$ cat src/design/svd_pkg.sv
// package: register map, fields and timing for the supply threshold detector
`default_nettype none
package svd_pkg;
    // register byte offsets on the apb bus
    localparam logic [7:0] SVD_ADDR_CONTROL  = 8'h00;
    localparam logic [7:0] SVD_ADDR_CORE     = 8'h04;
    localparam logic [7:0] SVD_ADDR_FLAGS    = 8'h08;
    localparam logic [7:0] SVD_ADDR_ENABLES  = 8'h0C;
    localparam logic [7:0] SVD_ADDR_PRIORITY = 8'h10;
    localparam logic [7:0] SVD_ADDR_MASK     = 8'h14;
    // control register fields
    localparam int SVD_BIT_DIRECTION  = 7;
    localparam int SVD_BIT_BANDGAP    = 6;
    localparam int SVD_BIT_REF_STABLE = 5;
    localparam int SVD_BIT_ENABLE     = 4;
    localparam int SVD_TRIP_MSB       = 3;
    localparam logic [3:0] SVD_TRIP_EXTERNAL = 4'hF;
    // shared bit position of the detect flag, enable and priority
    localparam int SVD_BIT_DETECT = 2;
    // global enable in the core interrupt control register
    localparam int SVD_BIT_GLOBAL = 7;
    // reset values
    localparam logic [7:0] SVD_RESET_CONTROL = 8'h00;
    localparam logic [7:0] SVD_RESET_CORE    = 8'h00;
    localparam logic [7:0] SVD_RESET_FLAGS   = 8'h00;
    localparam logic [7:0] SVD_RESET_ENABLES = 8'h00;
    localparam logic [7:0] SVD_RESET_PRIO    = 8'h00;
    localparam logic [7:0] SVD_RESET_MASK    = 8'h00;
    // writable bits of the control register (bits 6 and 5 are status)
    localparam logic [7:0] SVD_CONTROL_WMASK = 8'h9F;
    // detect flag bit alone, used by flags, enables, priority and mask
    localparam logic [7:0] SVD_DETECT_MASK   = 8'h04;
    // reference start-up interval, counted in ce-qualified pclk cycles at 100 MHz
    localparam int SVD_CLK_MHZ          = 100;
    localparam int SVD_STARTUP_US       = 25;
    localparam int SVD_STARTUP_CYCLES   = SVD_STARTUP_US * SVD_CLK_MHZ;
    localparam int SVD_BANDGAP_US       = 10;
    localparam int SVD_BANDGAP_CYCLES   = SVD_BANDGAP_US * SVD_CLK_MHZ;
    localparam int SVD_TIMER_W          = 12;
    typedef enum logic [1:0] {
        SVD_OFF,
        SVD_SETTLING,
        SVD_ARMED
    } svd_state_t;
endpackage
`default_nettype wire

$ cat src/design/svd_startup_timer.sv
// start-up timer for the shared reference, restarted on each enable
`default_nettype none
module svd_startup_timer
    import svd_pkg::*;
#(
    parameter logic [SVD_TIMER_W-1:0] CYCLES = SVD_TIMER_W'(SVD_STARTUP_CYCLES)
) (
    input  wire logic pclk,
    input  wire logic presetn,
    input  wire logic ce,
    input  wire logic run,
    output logic      done
);
    logic [SVD_TIMER_W-1:0] count;
    wire                    at_end = (count >= CYCLES - SVD_TIMER_W'(1));
    always_ff @(posedge pclk or negedge presetn) begin
        if (!presetn) begin
            count <= '0;
            done  <= 1'b0;
        end else if (ce) begin
            if (!run) begin
                count <= '0;
                done  <= 1'b0;
            end else if (!done) begin
                count <= count + SVD_TIMER_W'(1);
                done  <= at_end;
            end
        end
    end
endmodule
`default_nettype wire

$ cat src/design/svd_crossing_detect.sv
// comparator qualifier: picks the source and the direction of a crossing
`default_nettype none
module svd_crossing_detect
    import svd_pkg::*;
(
    input  wire logic       pclk,
    input  wire logic       presetn,
    input  wire logic       ce,
    input  wire logic       armed,
    input  wire logic [3:0] trip_level,
    input  wire logic       detect_direction,
    input  wire logic       internal_above,
    input  wire logic       external_above,
    output logic            event_pulse
);
    logic prev_hit;
    // source select from the trip level
    wire use_ext = (trip_level == SVD_TRIP_EXTERNAL);
    wire above   = use_ext ? external_above : internal_above;
    // direction: 1 high event, 0 low event
    wire hit     = detect_direction ? above : !above;
    always_ff @(posedge pclk or negedge presetn) begin
        if (!presetn) begin
            prev_hit    <= 1'b0;
            event_pulse <= 1'b0;
        end else if (ce) begin
            prev_hit    <= hit && armed;
            event_pulse <= hit && armed && !prev_hit;
        end
    end
endmodule
`default_nettype wire

$ cat src/design/svd_top.sv
// supply threshold detector control, interrupt routing and apb registers
//
// Function
// - four-bit trip level in control bits 3..0 selects sixteen thresholds
// - trip level all ones takes comparator input from external threshold pin
// - comparator reaching the trip point sets the detect flag
// - direction bit one detects high-voltage, zero detects low-voltage events
// - comparator and divider powered only while control bit 4 is set
// - no detect flag until reference stable status is set
// - interrupt needs source enable bit 2 and global enable bit 7 (irq_high/irq_low only; irq output follows flag and mask alone)
// - reference treated unstable after re-enable until start-up elapses
// - start-up timed independent of clock setting; flag blocked meanwhile (timer here counts ce-qualified pclk cycles)
// - detection continues in sleep; crossing sets flag and wakes device
// - after wake, vector only when interrupts are globally enabled
// - any reset returns registers to reset values, detector disabled
// - direction clear watches falls below, set watches rises above
// - reference stable is read-only control bit 5
//
// Register access over APB and the address map were decided locally.
`default_nettype none
module svd_top
    import svd_pkg::*;
(
    input  wire logic        pclk,
    input  wire logic        presetn,
    input  wire logic        ce,
    input  wire logic        psel,
    input  wire logic        penable,
    input  wire logic        pwrite,
    input  wire logic [7:0]  paddr,
    input  wire logic [31:0] pwdata,
    input  wire logic [3:0]  pstrb,
    output logic [31:0]      prdata,
    output logic             pready,
    output logic             pslverr,
    input  wire logic        internal_above,
    input  wire logic        external_above,
    input  wire logic        sleeping,
    output logic             detector_power,
    output logic             use_external_input,
    output logic [3:0]       trip_select,
    output logic             irq_high,
    output logic             irq_low,
    output logic             wake,
    output logic             vector_on_wake,
    output logic             irq
);
    logic [7:0] control;
    logic [7:0] core;
    logic [7:0] flags;
    logic [7:0] enables;
    logic [7:0] priority_r;
    logic [7:0] mask;
    svd_state_t state;
    svd_state_t next_state;
    logic       ref_stable;
    logic       bandgap_stable;
    logic       event_pulse;

    // address match against one register offset
    function automatic logic reg_hit(input logic [7:0] addr, input logic [7:0] offset);
        return (addr == offset);
    endfunction

    // implemented bits of the enable, priority and mask registers
    function automatic logic [7:0] detect_only(input logic [7:0] value);
        return value & SVD_DETECT_MASK;
    endfunction

    // apb decode
    wire access   = psel && penable && ce;
    wire wr       = access && pwrite && pstrb[0];
    wire hit_ctl  = reg_hit(paddr, SVD_ADDR_CONTROL);
    wire hit_core = reg_hit(paddr, SVD_ADDR_CORE);
    wire hit_flg  = reg_hit(paddr, SVD_ADDR_FLAGS);
    wire hit_en   = reg_hit(paddr, SVD_ADDR_ENABLES);
    wire hit_pri  = reg_hit(paddr, SVD_ADDR_PRIORITY);
    wire hit_msk  = reg_hit(paddr, SVD_ADDR_MASK);
    wire mapped   = hit_ctl || hit_core || hit_flg || hit_en || hit_pri || hit_msk;
    wire [7:0] wbyte = pwdata[7:0];

    wire enabled  = control[SVD_BIT_ENABLE];

    // status bits merged over the writable ones
    wire [7:0] control_view = (control & SVD_CONTROL_WMASK)
                            | ({7'h00, bandgap_stable} << SVD_BIT_BANDGAP)
                            | ({7'h00, ref_stable} << SVD_BIT_REF_STABLE);
    wire [7:0] read_byte;
    assign read_byte = hit_ctl  ? control_view :
                       hit_core ? core :
                       hit_flg  ? flags :
                       hit_en   ? enables :
                       hit_pri  ? priority_r :
                       hit_msk  ? mask : 8'h00;

    // restart the start-up timer on every enable
    svd_startup_timer #(
        .CYCLES (SVD_TIMER_W'(SVD_STARTUP_CYCLES))
    ) u_ref_timer (
        .pclk    (pclk),
        .presetn (presetn),
        .ce      (ce),
        .run     (enabled),
        .done    (ref_stable)
    );

    svd_startup_timer #(
        .CYCLES (SVD_TIMER_W'(SVD_BANDGAP_CYCLES))
    ) u_bg_timer (
        .pclk    (pclk),
        .presetn (presetn),
        .ce      (ce),
        .run     (enabled),
        .done    (bandgap_stable)
    );

    wire armed = (state == SVD_ARMED);

    svd_crossing_detect u_cross (
        .pclk             (pclk),
        .presetn          (presetn),
        .ce               (ce),
        .armed            (armed),
        .trip_level       (control[SVD_TRIP_MSB:0]),
        .detect_direction (control[SVD_BIT_DIRECTION]),
        .internal_above   (internal_above),
        .external_above   (external_above),
        .event_pulse      (event_pulse)
    );

    always_comb begin
        next_state = state;
        case (state)
            SVD_OFF: begin
                if (enabled) begin
                    next_state = SVD_SETTLING;
                end
            end
            SVD_SETTLING: begin
                if (!enabled) begin
                    next_state = SVD_OFF;
                end else if (ref_stable) begin
                    next_state = SVD_ARMED;
                end
            end
            SVD_ARMED: begin
                if (!enabled) begin
                    next_state = SVD_OFF;
                end
            end
            default: next_state = SVD_OFF;
        endcase
    end

    // sticky flag, set wins over a one-to-clear write
    wire       flag_clr  = wr && hit_flg && wbyte[SVD_BIT_DETECT];
    wire [7:0] flag_set  = event_pulse ? SVD_DETECT_MASK : 8'h00;
    wire [7:0] next_flags = (flags & ~(flag_clr ? SVD_DETECT_MASK : 8'h00)) | flag_set;

    // source and global enable gate the cpu interrupt
    wire pending   = flags[SVD_BIT_DETECT] && enables[SVD_BIT_DETECT];
    wire cpu_req   = pending && core[SVD_BIT_GLOBAL];
    wire is_high   = priority_r[SVD_BIT_DETECT];
    // wake from sleep on a flagged, enabled source
    wire next_wake = sleeping && pending;
    // vector after wake only with global enable
    wire next_vec  = next_wake && core[SVD_BIT_GLOBAL];
    wire next_irq  = |(flags & mask);

    always_ff @(posedge pclk or negedge presetn) begin
        if (!presetn) begin
            state <= SVD_OFF;
        end else if (ce) begin
            state <= next_state;
        end
    end

    // next register values, writes keep only implemented bits
    wire       wr_ctl        = wr && hit_ctl;
    wire       wr_core       = wr && hit_core;
    wire       wr_en         = wr && hit_en;
    wire       wr_pri        = wr && hit_pri;
    wire       wr_msk        = wr && hit_msk;
    wire [7:0] next_control  = wr_ctl ? (wbyte & SVD_CONTROL_WMASK) : control;
    wire [7:0] next_core     = wr_core ? wbyte : core;
    wire [7:0] next_enables  = wr_en ? detect_only(wbyte) : enables;
    wire [7:0] next_priority = wr_pri ? detect_only(wbyte) : priority_r;
    wire [7:0] next_mask     = wr_msk ? detect_only(wbyte) : mask;

    always_ff @(posedge pclk or negedge presetn) begin
        if (!presetn) begin
            control <= SVD_RESET_CONTROL;
        end else if (ce) begin
            control <= next_control;
        end
    end

    // global enable lives in bit 7
    always_ff @(posedge pclk or negedge presetn) begin
        if (!presetn) begin
            core <= SVD_RESET_CORE;
        end else if (ce) begin
            core <= next_core;
        end
    end

    // only bit 2 is implemented in these three
    always_ff @(posedge pclk or negedge presetn) begin
        if (!presetn) begin
            enables <= SVD_RESET_ENABLES;
        end else if (ce) begin
            enables <= next_enables;
        end
    end

    always_ff @(posedge pclk or negedge presetn) begin
        if (!presetn) begin
            priority_r <= SVD_RESET_PRIO;
        end else if (ce) begin
            priority_r <= next_priority;
        end
    end

    always_ff @(posedge pclk or negedge presetn) begin
        if (!presetn) begin
            mask <= SVD_RESET_MASK;
        end else if (ce) begin
            mask <= next_mask;
        end
    end

    always_ff @(posedge pclk or negedge presetn) begin
        if (!presetn) begin
            flags <= SVD_RESET_FLAGS;
        end else if (ce) begin
            flags <= next_flags;
        end
    end

    // apb answer: zero wait states, error on unmapped address
    // read data launched in setup stands through the access cycle
    wire        in_setup     = psel && !penable;
    wire        next_pslverr = in_setup && !mapped;
    wire [31:0] next_prdata  = (in_setup && !pwrite) ? {24'h000000, read_byte} : 32'h0000_0000;
    always_ff @(posedge pclk or negedge presetn) begin
        if (!presetn) begin
            prdata  <= 32'h0000_0000;
            pready  <= 1'b0;
            pslverr <= 1'b0;
        end else if (ce) begin
            pready  <= in_setup;
            pslverr <= next_pslverr;
            prdata  <= next_prdata;
        end
    end

    // detector outputs follow the control register
    wire [3:0] trip_level   = control[SVD_TRIP_MSB:0];
    wire       next_use_ext = enabled && (trip_level == SVD_TRIP_EXTERNAL);
    always_ff @(posedge pclk or negedge presetn) begin
        if (!presetn) begin
            detector_power     <= 1'b0;
            use_external_input <= 1'b0;
            trip_select        <= 4'h0;
        end else if (ce) begin
            detector_power     <= enabled;
            use_external_input <= next_use_ext;
            trip_select        <= trip_level;
        end
    end

    wire next_irq_high = cpu_req && is_high;
    wire next_irq_low  = cpu_req && !is_high;
    always_ff @(posedge pclk or negedge presetn) begin
        if (!presetn) begin
            irq_high <= 1'b0;
            irq_low  <= 1'b0;
            irq      <= 1'b0;
        end else if (ce) begin
            irq_high <= next_irq_high;
            irq_low  <= next_irq_low;
            irq      <= next_irq;
        end
    end

    always_ff @(posedge pclk or negedge presetn) begin
        if (!presetn) begin
            wake           <= 1'b0;
            vector_on_wake <= 1'b0;
        end else if (ce) begin
            wake           <= next_wake;
            vector_on_wake <= next_vec;
        end
    end
endmodule
`default_nettype wire

$ cat config.mk
export PLATFORM = sky130hd
export DESIGN_NAME = svd_top
export DESIGN_NICKNAME = d
export VERILOG_FILES = /design/src/design/svd_pkg.sv /design/src/design/svd_startup_timer.sv /design/src/design/svd_crossing_detect.sv /design/src/design/svd_top.sv
export SDC_FILE = /design/constraint.sdc
export NUM_CORES = 1
export LEC_CHECK = 0
export ABC_AREA = 0
export BUFFER_PORTS_ARGS = -buffer_cell sky130_fd_sc_hd__buf_4
export CORE_AREA = 5 5 100 102
export DETAILED_ROUTE_END_ITERATION = 8
export DIE_AREA = 0 0 105 107
export PLACE_DENSITY = 0.66
export SETUP_SLACK_MARGIN = 0.5
export SYNTH_ARGS = -nofsm -noshare
export SYNTH_HDL_FRONTEND = slang
export SYNTH_SLANG_ARGS = --single-unit
$ cat constraint.sdc
create_clock -name pclk -period 2.4 [get_ports pclk]
set_clock_uncertainty 0.15 [all_clocks]
set_input_delay 0.48 -clock pclk [delete_from_list [all_inputs] [get_ports pclk]]
set_output_delay 0.48 -clock pclk [all_outputs]
set_load 0.02 [all_outputs]
==> impl_metrics.csv <==
group,metric,value,unit
outcome,status,"finished clean",
critical_path,path_delay_family,"simple AND/OR/NAND/NOR gates",
global_route,grt_pass1_wl,12.5,mm
clocking,cts_tree,"yes",
flow_run,drv_cap,0,
pwr,powerDensity,568,nW/um2
floorplan,die_h,107,um
global_route,antenna_found_initial,0,
global_route,grt_pass1_vias,2633,
min_path,hp-class,"in -> reg",
timing,slew_violations,0,
global_route,overflow,0,
critical_path,critPathLaunch,"paddr[5]",
yosys,ys_top_cells_by_count,"69 x dfrtp_1, 25 x buf_4, 24 x nand2_1",
routing,post_drt_wl_per_cell,14.9,um
placed_design,place_hpwl,5.33,mm
placed_design,placed_area,3910,um2
floorplan,io_pins,98,
final_layout,layout-drive-gt1-share,32.2,%
critical_path,cp_slowest_cell,"or4_4",
yosys,synthTopCellsByArea,"dfrtp_1 50%, mux2_2 7.1%, buf_4 5.4%",
final_layout,syn_to_final_growth,23.6,%
routing,post-route-drc-count,0,
timing,finalHoldViolCount,0,
clocking,htreeDepth,3,
yosys,yosysMostFrequentCell,"dfrtp_1",
clocking,cts_buffers,9,
timing,setup_viol,0,
yosys,synthCells,324,
yosys,synthesis.area,3480,um2
routing,first_pass_iters,4,
placed_design,place_congestion,0.762,
final_layout,antenna_cells,0,
yosys,yosys_warnings,0,
critical_path,cp.required,2.49,ns
timing,rsz0062_at_grt,"true",
critical_path,critPathBufInv,1,
final_layout,post-route-util,47.7,%
floorplan,coreArea,9020,um2
yosys,synth_ff_type,"dfrtp_1",
critical_path,path_cells,"buf_6 > or4_4 > nor4_4 > nand3_4 > mux2_4",
floorplan,die_area,11200,um2
routing,antenna_left,0,
timing,fmax,0.520,GHz
critical_path,critPathKind,"in -> reg",
critical_path,regToRegStartpoint,"u_ref_timer.count[0]$_DFFE_PN0P_",
pwr,ir_drop,0.521,mV
placed_design,io_buffer_count,46,
critical_path,crit_fanout,8,
yosys,yosysTopAreaCell,"dfrtp_1",
critical_path,critPathCaptureType,"register",
global_route,grt_max_degree,43,
yosys,synthDistinctLibCells,49,
clocking,clkSinkCount,69,
clocking,clock-root-buffer,"clkbuf_8",
critical_path,start_kind,"input port",
yosys,ys_async_sr_fraction,100,%
global_route,grt_use_total,13.5,%
yosys,synth_edf_count,0,
pwr,power.leakage,1.98,nW
yosys,avgSynthCellArea,10.7,um2
yosys,seq_area_frac_synth,49.6,%
routing,wl,7.53,mm
yosys,synth.top_cell.area_share,49.6,%
clocking,path_clk_slew,0.08,ns
clocking,worstSkewPairLatency,0.35,ns
timing,final.period_utilization,80.1,%
yosys,ys_ff_latch,69,
min_path,hp-start,"pwdata[5]",
critical_path,cp_slowest_stage_delay,0.58,ns
final_layout,nets,444,
routing,drtIter0Drc,109,
floorplan,start_util,38.6,%
routing,vias,2641,
clocking,cts_buffer_depth,2,
final_layout,finish.instance_area,4300,um2
timing,period_needed,1.92,ns
routing,viasPerCell,5.23,
floorplan,die_w,105,um
critical_path,arrival,2.01,ns
floorplan,rows,35,
-- cell type report --
cell class / count / area [um2]
Fill cell: 838 / 4720
Timing Repair Buffer: 68 / 531
Clock inverter: 6 / 93.8
Inverter: 13 / 48.8
Sequential cell: 69 / 1730
Clock buffer: 10 / 138
Multi-Input combinational cell: 228 / 1620
Tap cell: 111 / 139
-- registers in the layout (all words and copies together) (netlist names), 2 cells and up --
| signal | flops |
|---|---|
| trip_select | 4 |
| u_bg_timer.count | 12 |
| u_ref_timer.count | 12 |
| core | 8 |
| prdata | 8 |
| state | 2 |
| control | 6 |
-- power by group --
group / switching [mW] / leakage (nW) / internal (mW) / total (mW)
Combinational: 0.116 / 0.915 / 0.0591 / 0.176
Clock: 0.474 / 0.113 / 0.620 / 1.09
Sequential: 0.00582 / 0.956 / 1.17 / 1.17
Total: 0.596 / 1.98 / 1.85 / 2.44
-- worst paths after layout --
| kind | slack [ns] | endpoint | cells past startpoint |
|---|---|---|---|
| worst max-delay path | 0.48 | core[1]$_DFFE_PN0P_ | 5 |
| worst min-delay path | 0.21 | core[5]$_DFFE_PN0P_ | 2 |
| worst max register to register | 0.54 | u_ref_timer.count[8]$_DFFE_PN0P_ | 5 |
| worst min register to register | 0.34 | irq_low$_DFFE_PN0P_ | 2 |
| max in group asynchronous | 1.09 | control[4]$_DFFE_PN0P_ | 3 |
| min in group asynchronous | 0.46 | u_ref_timer.count[7]$_DFFE_PN0P_ | 2 |
-- kinds of logic (layout without fill, tap and decap cells) --
| group | after synthesis | in the layout | share of synthesized area, % |
|---|---|---|---|
| XOR/XNOR | 9 | 9 | 2.26 |
| AND/OR/NAND/NOR | 93 | 93 | 14.7 |
| other | 1 | 24 | 0.108 |
| flip-flops | 69 | 69 | 49.6 |
| buffers and inverters | 50 | 97 | 8.09 |
| AO/OA/AOI/OAI | 67 | 67 | 14.2 |
| adder cells (fa/ha/maj) | 2 | 2 | 0.719 |
| multiplexers | 33 | 33 | 10.3 |
-- metrics by stage --
stage / setup WS (ns) / std cells / hold WS [ns] / power, mW / setup TNS [ns]
after floorplan: 0.323 / 347 / 0.0344 / 1.31 / 0
after global placement: -0.0314 / 476 / 0.280 / 1.37 / -0.172
after detailed placement: -0.0829 / 476 / 0.279 / 1.37 / -0.281
after CTS: 0.472 / 496 / 0.197 / 2.47 / 0
after global routing: 0.421 / 505 / 0.204 / 2.54 / 0
final: 0.477 / 505 / 0.214 / 2.44 / 0
-- per-layer routing --
metal  up-vias  part of all wire (%)  global-route usage (%)
met5         -                     0                       0
met4         0                   2.0                    5.48
met3        12                   4.2                    2.83
met2        55                    50                    22.9
met1      1319                    44                    16.6
li1       1255                     -                       -
-- worst reg2reg max path: stages (launching register included) --
cell and delay [ns]:
dfrtp_1 0.41, ha_4 0.16, inv_1 0.07, or4b_4 0.55
or3_1 0.32, a21oi_1 0.13
-- cells in the final DEF, fill, tap and decap left out, drive strengths merged, types with 3 or more instances in the layout --
cell type,Yosys,routed
a211oi,4,4
a21oi,11,11
a41o,3,3
buf,26,67
clkbuf,11,10
conb,1,24
dfrtp,69,69
inv,13,14
mux2,22,22
mux2i,11,11
nand2,26,26
nand2b,3,3
nand3,11,11
nand4,6,6
nor2,22,22
nor2b,4,4
nor4,6,6
o21ai,13,13
o2bb2ai,18,18
or3,4,4
or4,3,3
xnor2,5,5
xor2,4,4
-- repair_timing --
action / 4_1_cts / 5_1_grt
setup endpoints to repair: 28 / 24
pin swaps: 3 / 5
hold buffers: 1 / 0
endpoints found under the hold margin: 27 / 0
resized for setup: 10 / 6
setup buffers: 3 / 9
No activity file was read; power rests on OpenSTA's default activity.
